<file path="config.mk">
export PLATFORM = sky130hd
export DESIGN_NAME = pcfg_port_regs
export DESIGN_NICKNAME = d
export VERILOG_FILES = /design/src/pcfg_pkg.sv /design/src/pcfg_port_regs.sv
export VERILOG_INCLUDE_DIRS = /design/src
export SDC_FILE = /design/constraint.sdc
export NUM_CORES = 1
export LEC_CHECK = 0
export BUFFER_PORTS_ARGS = -buffer_cell sky130_fd_sc_hd__buf_2
export CAP_MARGIN = 20
export CORE_UTILIZATION = 45
export CTS_CLUSTER_SIZE = 25
export DETAILED_ROUTE_END_ITERATION = 16
export PLACE_DENSITY = 0.78
export SYNTH_ARGS = -nofsm -noshare
export SYNTH_HDL_FRONTEND = slang
export SYNTH_SLANG_ARGS = --single-unit
</file>
<file path="constraint.sdc">
create_clock -name CLOCK -period 2.4 [get_ports CLOCK]
set_input_delay 0.48 -clock CLOCK [delete_from_list [all_inputs] [get_ports CLOCK]]
set_output_delay 0.48 -clock CLOCK [all_outputs]
set_load 0.02 [all_outputs]
</file>
<file path="src/pcfg_map.svh">
// Purpose: Register offsets, field masks and reset values for the port configuration block
// Assumes: Offsets are relative to the io_register_block base
// Notes: Address is {port[1:0], register[3:0]} inside the low six bits
`ifndef PCFG_MAP_SVH
`define PCFG_MAP_SVH
`define PCFG_REG_DATA_IN 4'h0
`define PCFG_REG_MODE 4'h1
`define PCFG_REG_DATA_OUT 4'h2
`define PCFG_REG_DIR 4'h3
`define PCFG_REG_DRIVE 4'h4
`define PCFG_REG_IN_CELL 4'h5
`define PCFG_REG_OE_STAT 4'h6
`define PCFG_REG_OUT_CELL 4'h7
`define PCFG_REG_MASK 4'h8
`define PCFG_RESET_VAL 8'h00
`define PCFG_D_USED 8'h06
`define PCFG_AB_OPEN_DRAIN 8'hf0
`define PCFG_AB_SLEW 8'h0f
`define PCFG_C_OPEN_DRAIN 8'hff
`define PCFG_D_SLEW 8'h06
`define PCFG_PERIPH_BIT 7
`endif

</file>
<file path="src/pcfg_pkg.sv">
// Purpose: Types shared by the port configuration block
// Assumes: Nothing beyond the map header
// Notes: Pad fields are per pin, bit n for pin n
package pcfg_pkg;
    typedef struct packed {
        logic sel;
        logic wr;
        logic rd;
        logic [7:0] addr;
        logic [7:0] wdata;
    } pcfg_bus_type;

    typedef struct packed {
        logic [7:0] dout;
        logic [7:0] oe;
        logic [7:0] fast;
    } pcfg_pad_type;
endpackage : pcfg_pkg

</file>
<file path="src/pcfg_port_regs.sv">
// Purpose: Configuration and data registers for ports A to D
// Assumes: Host cycles and pins synchronous to CLOCK
// Notes: Read data lags the read by one clock; pad outputs lag direct inputs by one clock and host register writes by two
`timescale 1ns/1ps
`include "pcfg_map.svh"

module pcfg_port_regs #(
    parameter bit AB_ON_B = 1'b0,
    parameter bit BC_ON_C = 1'b1,
    parameter logic [31:0] CELL_PINS = 32'h0000_0000
) (
    input wire logic CLOCK,
    input wire logic RESET,
    input wire pcfg_pkg::pcfg_bus_type HOST,
    output logic [7:0] RDATA,
    input wire logic [31:0] PIN_IN,
    output pcfg_pkg::pcfg_pad_type PAD_A,
    output pcfg_pkg::pcfg_pad_type PAD_B,
    output pcfg_pkg::pcfg_pad_type PAD_C,
    output pcfg_pkg::pcfg_pad_type PAD_D,
    input wire logic [23:0] PLA_OE,
    input wire logic [7:0] CELL_AB_D,
    input wire logic [7:0] CELL_BC_D,
    input wire logic CELL_CE,
    output logic [7:0] CELL_AB_Q,
    output logic [7:0] CELL_BC_Q,
    input wire logic [2:0] IN_CELL_CAPTURE,
    output logic [23:0] IN_CELL_Q,
    input wire logic [7:0] LATCHED_ADDR,
    input wire logic [7:0] MEM_MODE,
    input wire logic PERIPH_SEL_0,
    input wire logic PERIPH_SEL_1,
    input wire logic [7:0] HOST_DATA,
    input wire logic HOST_DATA_WR,
    output logic [7:0] PERIPH_RDATA
);

    logic [7:0] mode_r [2];
    logic [7:0] dir_r [4];
    logic [7:0] drive_r [4];
    logic [7:0] dout_r [4];
    logic [7:0] oe_stat_r [3];
    logic [7:0] mask_ab_r;
    logic [7:0] mask_bc_r;
    logic [7:0] en_nxt [4];
    logic [7:0] val_nxt [4];
    pcfg_pkg::pcfg_pad_type pad_nxt [4];
    logic [7:0] rd_nxt;
    logic [1:0] acc_port;
    logic [3:0] acc_reg;
    logic wr_hit;
    logic ab_load;
    logic bc_load;
    logic [7:0] ab_host;
    logic [7:0] bc_host;
    logic [7:0] view_nxt;
    logic [7:0] od_nxt [4];
    logic wr_mode;
    logic wr_mask;
    logic wr_dir;
    logic wr_drive;
    logic wr_dout;

    // Valid pins of a port
    function automatic logic [7:0] port_mask(input logic [1:0] p);
        port_mask = (p == 2'd3) ? `PCFG_D_USED : 8'hff;
    endfunction : port_mask

    function automatic logic ab_at(input logic [1:0] p);
        ab_at = (p == 2'd0 && !AB_ON_B) || (p == 2'd1 && AB_ON_B);
    endfunction : ab_at

    function automatic logic bc_at(input logic [1:0] p);
        bc_at = (p == 2'd1 && !BC_ON_C) || (p == 2'd2 && BC_ON_C);
    endfunction : bc_at

    // Output cells seen at a port
    function automatic logic [7:0] cell_view(input logic [1:0] p, input logic [7:0] ab,
                                             input logic [7:0] bc);
        cell_view = (ab_at(p) ? ab : 8'h00) | (bc_at(p) ? bc : 8'h00);
    endfunction : cell_view

    function automatic logic [7:0] open_drain(input logic [1:0] p, input logic [7:0] d);
        unique case (p)
            2'd0, 2'd1: open_drain = d & `PCFG_AB_OPEN_DRAIN;
            2'd2: open_drain = d & `PCFG_C_OPEN_DRAIN;
            default: open_drain = 8'h00;
        endcase
    endfunction : open_drain

    function automatic logic [7:0] fast_slew(input logic [1:0] p, input logic [7:0] d);
        unique case (p)
            2'd0, 2'd1: fast_slew = d & `PCFG_AB_SLEW;
            2'd3: fast_slew = d & `PCFG_D_SLEW;
            default: fast_slew = 8'h00;
        endcase
    endfunction : fast_slew

    assign acc_port = HOST.addr[5:4];
    assign acc_reg = HOST.addr[3:0];
    assign wr_hit = HOST.sel && HOST.wr && HOST.addr[7:6] == 2'b00;
    assign ab_load = wr_hit && acc_reg == `PCFG_REG_OUT_CELL && ab_at(acc_port);
    assign bc_load = wr_hit && acc_reg == `PCFG_REG_OUT_CELL && bc_at(acc_port);
    assign ab_host = ~mask_ab_r & {8{ab_load}};
    assign bc_host = ~mask_bc_r & {8{bc_load}};

    // Write strobes per register kind
    assign wr_mode = wr_hit && acc_reg == `PCFG_REG_MODE && !acc_port[1];
    assign wr_mask = wr_hit && acc_reg == `PCFG_REG_MASK;
    assign wr_dir = wr_hit && acc_reg == `PCFG_REG_DIR;
    assign wr_drive = wr_hit && acc_reg == `PCFG_REG_DRIVE;
    assign wr_dout = wr_hit && acc_reg == `PCFG_REG_DATA_OUT;

    // Mode select, ports A and B
    always_ff @(posedge CLOCK) begin
        if (RESET) begin
            mode_r[0] <= `PCFG_RESET_VAL;
            mode_r[1] <= `PCFG_RESET_VAL;
        end else if (wr_mode) begin
            mode_r[acc_port[0]] <= HOST.wdata;
        end
    end

    // Direction, drive select and output latch
    always_ff @(posedge CLOCK) begin
        if (RESET) begin
            for (int p = 0; p < 4; p++) begin
                dir_r[p] <= `PCFG_RESET_VAL;
                drive_r[p] <= `PCFG_RESET_VAL;
                dout_r[p] <= `PCFG_RESET_VAL;
            end
        end else begin
            // Read-only locations fall through untouched
            if (wr_dir) begin
                dir_r[acc_port] <= HOST.wdata & port_mask(acc_port);
            end
            if (wr_drive) begin
                drive_r[acc_port] <= HOST.wdata & port_mask(acc_port);
            end
            if (wr_dout) begin
                dout_r[acc_port] <= HOST.wdata & port_mask(acc_port);
            end
        end
    end

    // Output cell load masks
    always_ff @(posedge CLOCK) begin
        if (RESET) begin
            mask_ab_r <= `PCFG_RESET_VAL;
            mask_bc_r <= `PCFG_RESET_VAL;
        end else if (wr_mask) begin
            if (ab_at(acc_port)) begin
                mask_ab_r <= HOST.wdata;
            end
            if (bc_at(acc_port)) begin
                mask_bc_r <= HOST.wdata;
            end
        end
    end

    // Output cells: host load wins on unmasked bits
    always_ff @(posedge CLOCK) begin
        if (RESET) begin
            CELL_AB_Q <= `PCFG_RESET_VAL;
            CELL_BC_Q <= `PCFG_RESET_VAL;
        end else begin
            CELL_AB_Q <= (ab_host & HOST.wdata) | (~ab_host & (CELL_CE ? CELL_AB_D : CELL_AB_Q));
            CELL_BC_Q <= (bc_host & HOST.wdata) | (~bc_host & (CELL_CE ? CELL_BC_D : CELL_BC_Q));
        end
    end

    // Input cells follow pins while capture is high
    always_ff @(posedge CLOCK) begin
        if (RESET) begin
            IN_CELL_Q <= 24'h00_0000;
        end else begin
            for (int c = 0; c < 3; c++) begin
                if (IN_CELL_CAPTURE[c]) begin
                    IN_CELL_Q[c*8 +: 8] <= PIN_IN[c*8 +: 8];
                end
            end
        end
    end

    // Pin value and driver enable per port
    always_comb begin
        view_nxt = 8'h00;
        for (int p = 0; p < 4; p++) begin
            en_nxt[p] = dir_r[p];
            if (p < 3) begin
                en_nxt[p] = dir_r[p] | PLA_OE[p*8 +: 8];
            end
            en_nxt[p] = en_nxt[p] & port_mask(2'(p));
            val_nxt[p] = dout_r[p];
            view_nxt = cell_view(2'(p), CELL_AB_Q, CELL_BC_Q);
            for (int n = 0; n < 8; n++) begin
                if (CELL_PINS[p*8 + n]) begin
                    val_nxt[p][n] = view_nxt[n];
                end else if (p < 2 && mode_r[p[0]][n]) begin
                    val_nxt[p][n] = LATCHED_ADDR[n];
                end
            end
        end
        if (MEM_MODE[`PCFG_PERIPH_BIT]) begin
            en_nxt[0] = {8{(PERIPH_SEL_0 || PERIPH_SEL_1) && HOST_DATA_WR}};
            val_nxt[0] = HOST_DATA;
        end
        for (int p = 0; p < 4; p++) begin
            od_nxt[p] = open_drain(2'(p), drive_r[p]);
            // Open drain only pulls low, a one releases the pin
            pad_nxt[p].dout = val_nxt[p] & ~od_nxt[p];
            pad_nxt[p].oe = en_nxt[p] & ~(od_nxt[p] & val_nxt[p]);
            pad_nxt[p].fast = fast_slew(2'(p), drive_r[p]);
        end
    end

    // Pads and driver status
    always_ff @(posedge CLOCK) begin
        if (RESET) begin
            PAD_A <= '0;
            PAD_B <= '0;
            PAD_C <= '0;
            PAD_D <= '0;
            for (int p = 0; p < 3; p++) begin
                oe_stat_r[p] <= `PCFG_RESET_VAL;
            end
        end else begin
            PAD_A <= pad_nxt[0];
            PAD_B <= pad_nxt[1];
            PAD_C <= pad_nxt[2];
            PAD_D <= pad_nxt[3];
            for (int p = 0; p < 3; p++) begin
                oe_stat_r[p] <= en_nxt[p];
            end
        end
    end

    // Read data selection
    always_comb begin
        rd_nxt = 8'h00;
        unique case (acc_reg)
            `PCFG_REG_DATA_IN: begin
                rd_nxt = PIN_IN[acc_port*8 +: 8];
            end
            `PCFG_REG_MODE: begin
                // No mode register on ports C and D
                if (!acc_port[1]) begin
                    rd_nxt = mode_r[acc_port[0]];
                end
            end
            `PCFG_REG_DATA_OUT: begin
                rd_nxt = dout_r[acc_port];
            end
            `PCFG_REG_DIR: begin
                rd_nxt = dir_r[acc_port];
            end
            `PCFG_REG_DRIVE: begin
                rd_nxt = drive_r[acc_port];
            end
            `PCFG_REG_OUT_CELL: begin
                rd_nxt = cell_view(acc_port, CELL_AB_Q, CELL_BC_Q);
            end
            `PCFG_REG_MASK: begin
                if (ab_at(acc_port)) begin
                    rd_nxt = rd_nxt | mask_ab_r;
                end
                if (bc_at(acc_port)) begin
                    rd_nxt = rd_nxt | mask_bc_r;
                end
            end
            `PCFG_REG_IN_CELL: begin
                if (acc_port != 2'd3) begin
                    rd_nxt = IN_CELL_Q[acc_port*8 +: 8];
                end
            end
            `PCFG_REG_OE_STAT: begin
                if (acc_port != 2'd3) begin
                    rd_nxt = oe_stat_r[acc_port];
                end
            end
            default: begin
                rd_nxt = 8'h00;
            end
        endcase
        rd_nxt = rd_nxt & port_mask(acc_port);
        if (HOST.addr[7:6] != 2'b00) begin
            rd_nxt = 8'h00;
        end
    end

    always_ff @(posedge CLOCK) begin
        if (RESET) begin
            RDATA <= 8'h00;
        end else if (HOST.sel && HOST.rd) begin
            RDATA <= rd_nxt;
        end else begin
            RDATA <= 8'h00;
        end
    end

    // Port A levels toward the host in peripheral mode
    always_ff @(posedge CLOCK) begin
        if (RESET) begin
            PERIPH_RDATA <= 8'h00;
        end else begin
            PERIPH_RDATA <= PIN_IN[7:0];
        end
    end

endmodule : pcfg_port_regs

</file>
# After elaboration in Yosys (flattened, before gate mapping)
# Memories as Yosys holds them, arrays and structs flattened. A register that Yosys moved wholly into a read port is not among the register bits.
# Index checks and enable logic that the tools add are counted.
[totals] wordCells=164 output_inout_bits=152 mem_bits_rw=136 mem_count=5 register_bits=156 input_bits=124
[memory_table] memory="dir_r" depth=4 width=8 rd=5 rd_clocked_by_memory_dff=1 write_ports=4 line_no="pcfg_port_regs.sv:39" source="logic [7:0] dir_r [4];"
[memory_table] memory="dout_r" depth=4 width=8 rd=5 rd_clocked_by_memory_dff=1 write_ports=4 line_no="pcfg_port_regs.sv:41" source="logic [7:0] dout_r [4];"
[memory_table] memory="drive_r" depth=4 width=8 rd=5 rd_clocked_by_memory_dff=1 write_ports=4 line_no="pcfg_port_regs.sv:40" source="logic [7:0] drive_r [4];"
[memory_table] memory="oe_stat_r" depth=3 width=8 rd=1 rd_clocked_by_memory_dff=0 write_ports=3 line_no="pcfg_port_regs.sv:42" source="logic [7:0] oe_stat_r [3];"
[memory_table] memory="mode_r" depth=2 width=8 rd=3 rd_clocked_by_memory_dff=0 write_ports=2 line_no="pcfg_port_regs.sv:38" source="logic [7:0] mode_r [2];"
[classes] bitwise=38 eq_ne=11 n_mux=60 n_shift=2 reduce_logical=26
[op_table] operator="8-bit 2-to-1 mux" count=20
[op_table] operator="8-bit AND" count=17
[op_table] operator="8-bit inverter" count=10
[op_table] operator="8-bit case mux with 9 select lines" count=1
[op_table] operator="8-bit OR" count=7
[op_table] operator="1-bit 2-to-1 mux" count=36
[op_table] operator="8-bit OR reduction" count=4
[op_table] operator="32-bit by 6-bit variable part select with 8-bit output" count=1
[op_table] operator="24-bit by 6-bit variable part select with 8-bit output" count=1
[op_table] operator="4-bit by 3-bit equality test with 1-bit output, second input constant" count=4
[op_table] operator="1-bit logical AND" count=13
[op_table] operator="4-bit by 2-bit equality test with 1-bit output, second input constant" count=2
[op_table] operator="2-bit 2-to-1 mux" count=3
[op_table] operator="2-bit equality test, second input constant" count=2
[op_table] operator="4-bit by 1-bit equality test with 1-bit output, second input constant" count=1
[op_table] operator="4-bit equality test, second input constant" count=1
[op_table] operator="2-bit logical NOT" count=2
[op_table] operator="4-bit logical NOT" count=1
[op_table] operator="2-bit AND reduction" count=2
[op_table] operator="1-bit OR" count=3
[op_table] operator="3-bit OR reduction" count=1
[op_table] operator="2-bit != test, second input constant" count=1
[op_table] operator="2-bit nonzero test" count=1
[op_table] operator="1-bit logical NOT" count=1
[op_table] operator="other kinds (2)" count=2

# Longest topological paths before layout
# Gate-level depths: netlist of the first run.
[depth] word_depth=9 mapped_depth=8

# Least setup slack after synthesis of the first run
# Ideal clock, no wire load.
[synth_timing] kind="input -> register" from="input port HOST[12] (netlist name)" to="memory mode_r[0][0], enable pin" setup_slack_ps=278 setup_time_ps=310 n_path_buf=4 stages=6 t_arrival_ps=1813 path_cell_list="buf_4 > buf_6 > buf_4 > buf_2 > nor3_1 > or2_2"
[synth_lines] element="start, declared" line_no="pcfg_port_regs.sv:14" source="input wire pcfg_pkg::pcfg_bus_type HOST,"
[synth_lines] element="end, declared" line_no="pcfg_port_regs.sv:38"

==> results.md, run 1 <==
- Register area share after synthesis: 0.557
- Cell row count: 58
- Filler cells: 2087
- Initial Utilization: 0.460
- Final Cell Area: 14300 sq um
- DRC viols: 0
- Clk_lat worst skew: 0.56 ns
- CTS Buf Count: 28
- Most common cell after layout, fill and taps aside: buf_2
- Switch share: 0.252
- PortBufs: 240
- Die ar.: 26500 sq um
- Top FF cell, synth: dfxtp_1
- Routed vias/inst: 5.67
- Skew final: 0.0231 ns
- Ports: 276
- Max stage delay cell, worst path: mux4_2
- Switching pwr: 2750 uW
- Worst Setup Start Kind: flop
- CP peak stage delay: 0.50 ns
- Peak Freq: 0.528 GHz
- Die span in y: 163 um
- Hold WC Path Type: input pin to flop
- Status: finished, final reports clean
- Post-route clock period utilization: 0.789
- Overflow after GRT: 0
- Clk slew on worst S/H paths: 0.07 ns
- Layout cells sized above 1: 0.310
- Worst-path cell chain: mux4_2 -> a22o_1 -> nor3_1 -> buf_4 -> a31oi_1
- Post-placement cell count: 1570
- #FFs+latches synth: 268
- Max-Cap Viols: 0
- CP Data Required Time: 2.84 ns
- Final count of negative-setup-slack endpoints: 0
- Final Wtd Congestion: 0.927
- Commonest non-fill, non-tap cells in the layout: 237 x buf_2, 156 x dfxtp_1, 156 x nor2_1
- Delay-heaviest family, CP: multiplexers
- Multi-input logic area: 4630 sq um
- Cell count after synthesis: 1019
- Pint: 8160 uW
- Final setup TNS: 0 ns
- Slew HR: 0.488
- FF+latch area: 6490 sq um
- Yosys warning count: 0
- Core ar.: 25300 sq um
- Area Growth Syn to Fin: 22.7%
- Worst-case clock buffer depth: 3
- Max-slew violations: 0
- Worst endpoint data arrival time: 2.34 ns
- RSZ-0062 raised after global routing: false
- Post CTS Setup Buffer Count: 0
- Detailed Route Iter0 Violations: 1025
- Antenna violations before repair: 3
- Final Hold Viols: 0
- Mapped Area: 11700 sq um
- Largest net degree at the start of global routing: 155
- Worst Max-Slew Pin Slew: 0.768 ns
- Vias in the first global route: 8957
- Die Width: 163 um
- Drt wl/cell: 22.6 um
- Placed inst area: 13300 sq um
- Leak: 0.00636 uW
- TritonCTS sink count: 268
- CTS hold repair buffers: 0
- CTS H-tree lvls: 1
- Critical path capture point type: flop
- Worst slack, placed: 0.0690 ns
- Overall Global Routing Usage: 0.270
- Vias after detailed routing: 9209
- CTS tree: yes
- CP Max Fanout: 3
- Combinational share of power: 0.113
- CP Class: flop to flop
- Post-synth EDFFs: 112
- Cts repair resizes: 0
- Clock share of power: 0.419
- Non-Filler Instances: 1623
- Worst ir drop on vdd: 0.485 mV
- First-pass GRT wire length: 53100 um
- Cell variety after synth: 52
- WL final: 36600 um
- Worst path buffer plus inverter count: 1
- Final worst path period need: 1.89 ns
- DP HPWL: 26700 um
- ANT nets after route: 0
- Sequential Power Share: 0.468
- Clock root buffer: clkbuf_16
- Setup ws final: 0.506 ns
- Mapped Avg Cell Area: 11.4 sq um
- Detailed Routing Iterations Pass 1: 5
- Asr flop ratio synth: 0
- Nets: 1394
- Power per cell area: 763 nW/um^2
-- power by group through the flow --
stage	logic [uW]	clock network, uW	registers (uW)
2_1_floorplan	634	0	5290
3_3_place_gp	1190	0	5190
3_5_place_dp	1210	0	5200
4_1_cts	1220	4610	5110
5_1_grt	1290	4830	5130
6_report	1230	4570	5110
-- path summary, 6_finish.rpt --
check,from,to,slack (ns),cells after the start
worst max-delay path,dout_r[2][0]$_SDFFCE_PN0P_,RDATA[0]$_SDFF_PP0_,0.51,5
worst min-delay path,PLA_OE[9],PAD_B[9]$_SDFF_PP0_,0.13,3
worst max register to register,dout_r[2][0]$_SDFFCE_PN0P_,RDATA[0]$_SDFF_PP0_,0.51,5
worst min register to register,drive_r[0][5]$_SDFFCE_PN0P_,PAD_A[21]$_SDFF_PP0_,0.48,1
-- synthesized netlist by cell type (all sizes together), types with 14 or more instances --
master  count  area [sq um]
mux4       32           721
nor3       22           120
o31ai      17           133
and2       20           125
edfxtp    112          3360
dfxtp     156          3120
o21ai      33           180
buf        67           459
clkbuf     42           158
nand2      35           131
nor2      157           592
nor2b      31           194
mux2i     111          1110
a22oi      14           105
and3       49           307
-- sequential cells by signal (all words and copies together), names as in the netlist, named ones only --
name,count
IN_CELL_Q,24
PAD_A,20
PAD_B,20
PAD_C,16
PAD_D,12
PERIPH_RDATA,8
RDATA,8
dir_r,32
dout_r,32
drive_r,32
mask_ab_r,8
mask_bc_r,8
mode_r,16
oe_stat_r,16
-- tightest hold or removal path: stages --
cell	delay (ns)
buf_2	0.08
nor2_1	0.03
nor2_1	0.06
-- cell families (layout without fill, tap and decap cells) --
logic type	count (synthesis)	in the layout	share of synthesized area
other	1	29	0.000322
AOI/OAI and AO/OA	139	139	0.0808
buffers and inverters	116	362	0.0552
muxes	144	144	0.158
and+or+nand+nor	351	351	0.149
DFF	268	268	0.557
-- routing by layer --
metal / GRT usage / wire length [um]
met2: 0.457 / 17800
met4: 0.110 / 1480
met1: 0.332 / 13700
met3: 0.0611 / 3670
met5: 0 / 27
-- per-stage QoR --
step,power (uW),utilization,hold WS [ns]
after global routing,11200,0.564,0.139
after detailed placement,6410,0.525,0.475
after floorplan,5920,-,0.429
final,10900,0.564,0.127
after global placement,6390,0.525,0.464
after CTS,10900,0.564,0.115
-- cell type report --
| class | instances | share of cell area |
|---|---|---|
| multi-input combinational | 662 | 0.324 |
| tap | 330 | 0.0289 |
| sequential | 268 | 0.454 |
| inverter | 7 | 0.00184 |
| antenna | 1 | 0.000175 |
| clock inverter | 10 | 0.00727 |
| clock buffer | 42 | 0.0631 |
| timing repair buffer | 303 | 0.121 |
(Power assumes the default switching activity.)
==> run 2, diff against run 1 <==
Settings changed: PLACE_DENSITY 0.78 to 0.8.
Clock period 2.4 ns to 1.6 ns, I/O delays scaled along.
==> results.md, run 2 (synthesis gave the netlist of run 1 again) <==
- Max-Cap Viols: 0 (unchanged)
- Final Hold Viols: 0 (unchanged)
- Power per cell area: 1080 nW/um^2 (+41%)
- Final Wtd Congestion: 1.00 (+8.2%)
- Most common cell after layout, fill and taps aside: buf_2
- Vias in the first global route: 9494 (+6.0%)
- FF-to-FF path depth: 4 (-1)
- Leak: 0.00684 uW (+7.5%)
- PortBufs: 240 (unchanged)
- Drt wl/cell: 23.1 um (+2.2%)
- Antenna diodes: 0 (-1)
- Ports: 276 (unchanged)
- Setup ws final: -0.0827 ns (-0.588 ns)
- Worst reg2reg path endpoint: RDATA[1]$_SDFF_PP0_
- Die span in y: 163 um (unchanged)
- Non-Filler Instances: 1716 (+5.7%)
- Worst endpoint data arrival time: 2.11 ns (-0.23 ns)
- Routed vias/inst: 5.70 (+0.53%)
- Critical path capture point type: flop
- Layout cells sized above 1: 0.372 (+0.0627)
- Post-route clock period utilization: 1.05 (+0.262)
- Met1 Usage GRT: 0.363 (+0.0305)
- CP Max Fanout: 2 (-1)
- R2R Path Start: drive_r[1][1]$_SDFFCE_PN0P_
- Clk_lat worst skew: 0.55 ns (about the same)
- Overall Global Routing Usage: 0.291 (+0.0208)
- Register-to-register setup slack: -0.08 ns (-0.59 ns)
- WL final: 39600 um (+8.1%)
- Hold path cells: 2 (-1)
- DRC viols: 0 (unchanged)
- Die Width: 163 um (unchanged)
- Vias after detailed routing: 9788 (+6.3%)
- Die ar.: 26500 sq um (unchanged)
- FF+latch area: 6490 sq um (unchanged)
- Worst Setup Start Kind: flop
- Worst-case clock buffer depth: 3 (unchanged)
- First-pass GRT wire length: 57000 um (+7.3%)
- ANT nets after route: 0 (unchanged)
- CTS Buf Count: 28 (unchanged)
- RSZ-0062 raised after global routing: true
- Clk slew on worst S/H paths: 0.07 ns (about the same)
- Final core utilization: 0.599 (+0.0348)
- CP Data Required Time: 2.03 ns (-0.81 ns)
- Routing usage on met2: 0.502 (+0.0449)
- Failing checks: negative setup slack
- Initial Utilization: 0.460 (unchanged)
- Post-placement cell count: 1654 (+5.4%)
- CP Class: flop to flop
- WHS Endpoint: PERIPH_RDATA[7]$_SDFF_PP0_
- Antenna violations before repair: 1 (-2)
- CTS H-tree lvls: 1 (unchanged)
- Clock root buffer: clkbuf_16
- Final worst path period need: 1.68 ns (-0.212 ns)
- Peak Freq: 0.594 GHz (+13%)
- Detailed Routing Iterations Pass 1: 5 (unchanged)
- Cell row count: 58 (unchanged)
- Nets: 1488 (+6.7%)
- Commonest non-fill, non-tap cells in the layout: 237 x buf_2, 156 x dfxtp_1, 154 x nor2_1
- Overflow after GRT: 0 (unchanged)
- Detailed Route Iter0 Violations: 1066 (+4.0%)
- TritonCTS sink count: 268 (unchanged)
- Hold WC Path Type: input pin to flop
- Hold Crit Start: PIN_IN[7]
- Skew final: 0.0203 ns (-0.00277 ns)
- Worst ir drop on vdd: 0.792 mV (+63%)
- Worst Max-Slew Pin Slew: 0.537 ns (-0.231 ns)
- Largest registers: dir_r (32), dout_r (32), drive_r (32)
- Met3 Track Usage GR: 0.0474 (-0.0138)
- Max-slew violations: 0 (unchanged)
- Largest net degree at the start of global routing: 70 (-55%)
- Slew HR: 0.642 (+0.154)
- Multi-input logic area: 4800 sq um (+3.8%)
- Status: finished with violations
- Core ar.: 25300 sq um (unchanged)
- Worst slack, placed: -0.664 ns (-0.733 ns)
- Final count of negative-setup-slack endpoints: 3 (+3)
- GR peak layer: met2
- DP HPWL: 29500 um (+11%)
- CTS tree: yes
- Area Growth Syn to Fin: 30.2%
- Filler cells: 2030 (-2.7%)
-- run 2: changes by cell type in the layout (fill, tap and decap cells not counted), sizes merged --
cell         change
buf             +92
dlygate4sd3      +2
diode            -1
bufinv           +1
clkinvlp         +2
clkbuf           -3
inv              -1
clkinv           +1
-- run 2: what timing repair did --
item	4_1_cts	5_1_grt
pin swaps	3	3
hold buffers	2	0
hold endpoints to repair	2	0
gates resized for setup	9	3
setup endpoints to repair	7	9
setup buffers	6	2
-- run 2: area by class of cell --
class / count / area share
inverter: 7 / 0.00173
clock inverter: 13 / 0.00874
sequential: 268 / 0.427
tap: 330 / 0.0272
clock buffer: 39 / 0.0531
timing repair buffer: 397 / 0.165
multi-input combinational: 662 / 0.316
-- run 2: stage by stage --
step                hold WS (ns)  area, sq um  power [uW]  setup TNS [ns]
CTS                      0.00391        15100       16300         -0.0730
finish                    0.0129        15200       16300          -0.103
floorplan                  0.429        11900        8920           -6.23
global route              0.0129        15200       16800          -0.180
global placement           0.469        14100        9810          -62.49
detailed placement         0.473        14100        9840          -66.81
-- run 2: report_power, final --
| part | total, uW | internal (uW) | switching, uW | leakage, uW |
|---|---|---|---|---|
| clock | 6570 | 3840 | 2730 | 0.000456 |
| combinational | 2090 | 856 | 1240 | 0.00403 |
| sequential | 7680 | 7460 | 220 | 0.00235 |
-- run 2: metal layers --
layer / wire (um) / vias up / part of all wire
met5: 13 / - / 0.00033
met3: 3860 / 93 / 0.097
met2: 19400 / 648 / 0.49
li1: - / 4311 / -
met1: 14800 / 4734 / 0.37
met4: 1580 / 2 / 0.040
-- run 2: how the worst max path moves through the flow --
stage	from	end	slack, ns
after floorplan	HOST[11]	flop	-0.12
after global placement	HOST[12]	RDATA[2]$_SDFF_PP0_	-0.63
after detailed placement	HOST[12]	RDATA[2]$_SDFF_PP0_	-0.66
after CTS	drive_r[1][1]$_SDFFCE_PN0P_	RDATA[1]$_SDFF_PP0_	-0.06
after global routing	drive_r[1][1]$_SDFFCE_PN0P_	RDATA[1]$_SDFF_PP0_	-0.08
final	drive_r[1][1]$_SDFFCE_PN0P_	RDATA[1]$_SDFF_PP0_	-0.08
-- run 2: critical path: stages, from the launching register on --
cell and delay [ns]:
edfxtp_1 0.43, mux4_2 0.52, a22o_1 0.30, nor3_2 0.19, a31oi_1 0.12
==> run 3, diff against run 2 <==
Settings changed: CELL_PAD_IN_SITES_DETAIL_PLACEMENT from default to 2, CELL_PAD_IN_SITES_GLOBAL_PLACEMENT from default to 2, CORE_UTILIZATION 45 to 31, GPL_ROUTABILITY_DRIVEN from default to 1, PLACE_DENSITY 0.8 to 0.85.
==> results.md, run 3 (synthesis gave the netlist of run 1 again) <==
- WHS Endpoint: PAD_B[10]$_SDFF_PP0_
- Worst reg2reg path endpoint: RDATA[5]$_SDFF_PP0_
- Hold path cells: 3 (+1)
- Layout cells sized above 1: 0.382 (+0.0100)
- Routed vias/inst: 5.46 (-4.3%)
- CTS Buf Count: 31 (+11%)
- Vias after detailed routing: 10300 (+5.7%)
- CTS tree: yes
- Status: finished with violations
- Cell row count: 70 (+21%)
- Antenna violations before repair: 2 (+1)
- DP HPWL: 38200 um (+29%)
- Die Width: 196 um (+20%)
- ANT nets after route: 0 (unchanged)
- Die span in y: 196 um (+20%)
- Placed inst area: 14300 sq um (+1.8%)
- Ports: 276 (unchanged)
- First-pass GRT wire length: 77700 um (+36%)
- Post-placement cell count: 1801 (+8.9%)
- Vias in the first global route: 11100 (+17%)
- Commonest non-fill, non-tap cells in the layout: 237 x buf_2, 172 x buf_4, 156 x dfxtp_1
- Worst-case clock buffer depth: 3 (unchanged)
- Worst ir drop on vdd: 0.681 mV (-14%)
- Final core utilization: 0.426 (-0.173)
- Clk_lat worst skew: 0.58 ns (+0.03 ns)
- Failing checks: negative setup slack
- Routed wl met2: 27400 um (+41%)
- Detailed Routing Iterations Pass 1: 5 (unchanged)
- Post-route clock period utilization: 1.05 (-0.00647)
- Die ar.: 38400 sq um (+45%)
- Skew final: 0.0160 ns (-0.00431 ns)
- Met3 WL: 3930 um (+1.7%)
- Hold Crit Start: PLA_OE[10]
- Peak Freq: 0.598 GHz (+0.62%)
- Clock root buffer: clkbuf_16
- Detailed Route Iter0 Violations: 917 (-14%)
- CP Data Required Time: 2.03 ns (about the same)
- Final count of negative-setup-slack endpoints: 3 (unchanged)
- Leak: 0.00700 uW (+2.4%)
- Drt wl/cell: 29.0 um (+26%)
- Largest registers: dir_r (32), dout_r (32), drive_r (32)
- Hold WC Path Type: input pin to flop
- Hold Slack: 0.0184 ns (+0.00545 ns)
- Worst Setup Start Kind: flop
- Final Cell Area: 15700 sq um (+3.3%)
- Worst slack, placed: -0.575 ns (+0.0888 ns)
- CP Class: flop to flop
- Slew HR: 0.449 (-0.193)
- Clk slew on worst S/H paths: 0.07 ns (about the same)
- Register-to-register setup slack: -0.07 ns (about the same)
- Setup ws final: -0.0724 ns (+0.0103 ns)
- Initial Utilization: 0.317 (-0.143)
- Worst Max-Slew Pin Slew: 0.827 ns (+0.290 ns)
- Area Growth Syn to Fin: 34.5%
- Max-slew violations: 0 (unchanged)
- M1 WL: 21300 um (+44%)
- Non-Filler Instances: 1894 (+10%)
- Overflow after GRT: 0 (unchanged)
- Nets: 1523 (+2.4%)
- CP Max Fanout: 2 (unchanged)
- Most common cell after layout, fill and taps aside: buf_2
- Core ar.: 36800 sq um (+45%)
- RSZ-0062 raised after global routing: true
- TritonCTS sink count: 268 (unchanged)
- FF-to-FF path depth: 4 (unchanged)
- Final Wtd Congestion: 0.889 (-11%)
- Max-Cap Viols: 0 (unchanged)
- R2R Path Start: dir_r[0][5]$_SDFFCE_PN0P_
- Largest net degree at the start of global routing: 84 (+20%)
- CTS H-tree lvls: 1 (unchanged)
- DRC viols: 0 (unchanged)
- Filler cells: 3810 (+88%)
- Max Used Layer: met4
- Final Hold Viols: 0 (unchanged)
- WL final: 55000 um (+39%)
- PortBufs: 240 (unchanged)
- Overall Global Routing Usage: 0.277 (-0.0140)
- Final worst path period need: 1.67 ns (-0.0103 ns)
- Critical path capture point type: flop
- Power per cell area: 1080 nW/um^2 (+0.61%)
- Worst endpoint data arrival time: 2.10 ns (about the same)
run 3: changes by cell type in the layout (fill, tap and decap cells not counted), moves of 2 or more:
cell	previous run	this run
clkinv_1	2	8
diode_2	0	3
clkinv_2	4	6
dlygate4sd3_1	2	9
inv_6	0	2
clkinvlp_4	2	4
clkbuf_8	6	0
buf_4	148	172
clkbuf_16	28	31
run 3: how the worst max path moves through the flow:
stage / start / end / slack [ns] / cells after the start
floorplan: HOST[11] / flop / -0.12 / 7
global placement: HOST[12] / RDATA[1]$_SDFF_PP0_ / -0.53 / 5
detailed placement: HOST[12] / RDATA[1]$_SDFF_PP0_ / -0.57 / 5
CTS: dout_r[1][6]$_SDFFCE_PN0P_ / RDATA[6]$_SDFF_PP0_ / -0.04 / 5
global route: dir_r[0][5]$_SDFFCE_PN0P_ / RDATA[5]$_SDFF_PP0_ / -0.07 / 4
finish: dir_r[0][5]$_SDFFCE_PN0P_ / RDATA[5]$_SDFF_PP0_ / -0.07 / 4
run 3: per-layer routing:
layer / vias to the layer above / GRT usage
met5: - / 0
met4: 0 / 0.110
met3: 147 / 0.0504
met2: 580 / 0.490
met1: 5244 / 0.332
li1: 4371 / -
run 3: report_power, final:
group | switching (uW) | leakage (uW) | internal [uW]
logic | 1410 | 0.00419 | 917
clock network | 3080 | 0.000460 | 3860
registers | 253 | 0.00235 | 7460
run 3: repair_timing:
| action | 4_1_cts | 5_1_grt |
|---|---|---|
| endpoints found under the setup margin | 8 | 9 |
| setup buffers | 9 | 15 |
| gates cloned | 0 | 0 |
| pin swaps | 6 | 4 |
| hold buffers | 9 | 0 |
| gates resized for setup | 14 | 2 |
| endpoints found under the hold margin | 9 | 0 |
run 3: final cells by class:
cell class | instances | area, sq um | area share
timing repair buffer | 429 | 2780 | 0.177
sequential | 268 | 6490 | 0.414
antenna | 3 | 7.51 | 0.000479
multi-input combinational | 662 | 4830 | 0.308
clock inverter | 23 | 173 | 0.0110
inverter | 7 | 26.3 | 0.00168
clock buffer | 34 | 787 | 0.0502
tap | 468 | 586 | 0.0374
run 3: worst max-delay path, stage by stage, from the launching register on:
cell and delay (ns):
edfxtp_1 0.47, mux4_2 0.50, a22o_1 0.27, nor3_2 0.17, a31oi_1 0.12
run 3: stage by stage:
stage / power, uW / TNS, ns
after floorplan: 8920 / -6.23
after global placement: 9900 / -63.77
after detailed placement: 9990 / -81.71
after CTS: 17000 / -0.0475
after global routing: 17400 / -0.197
final: 17000 / -0.0894
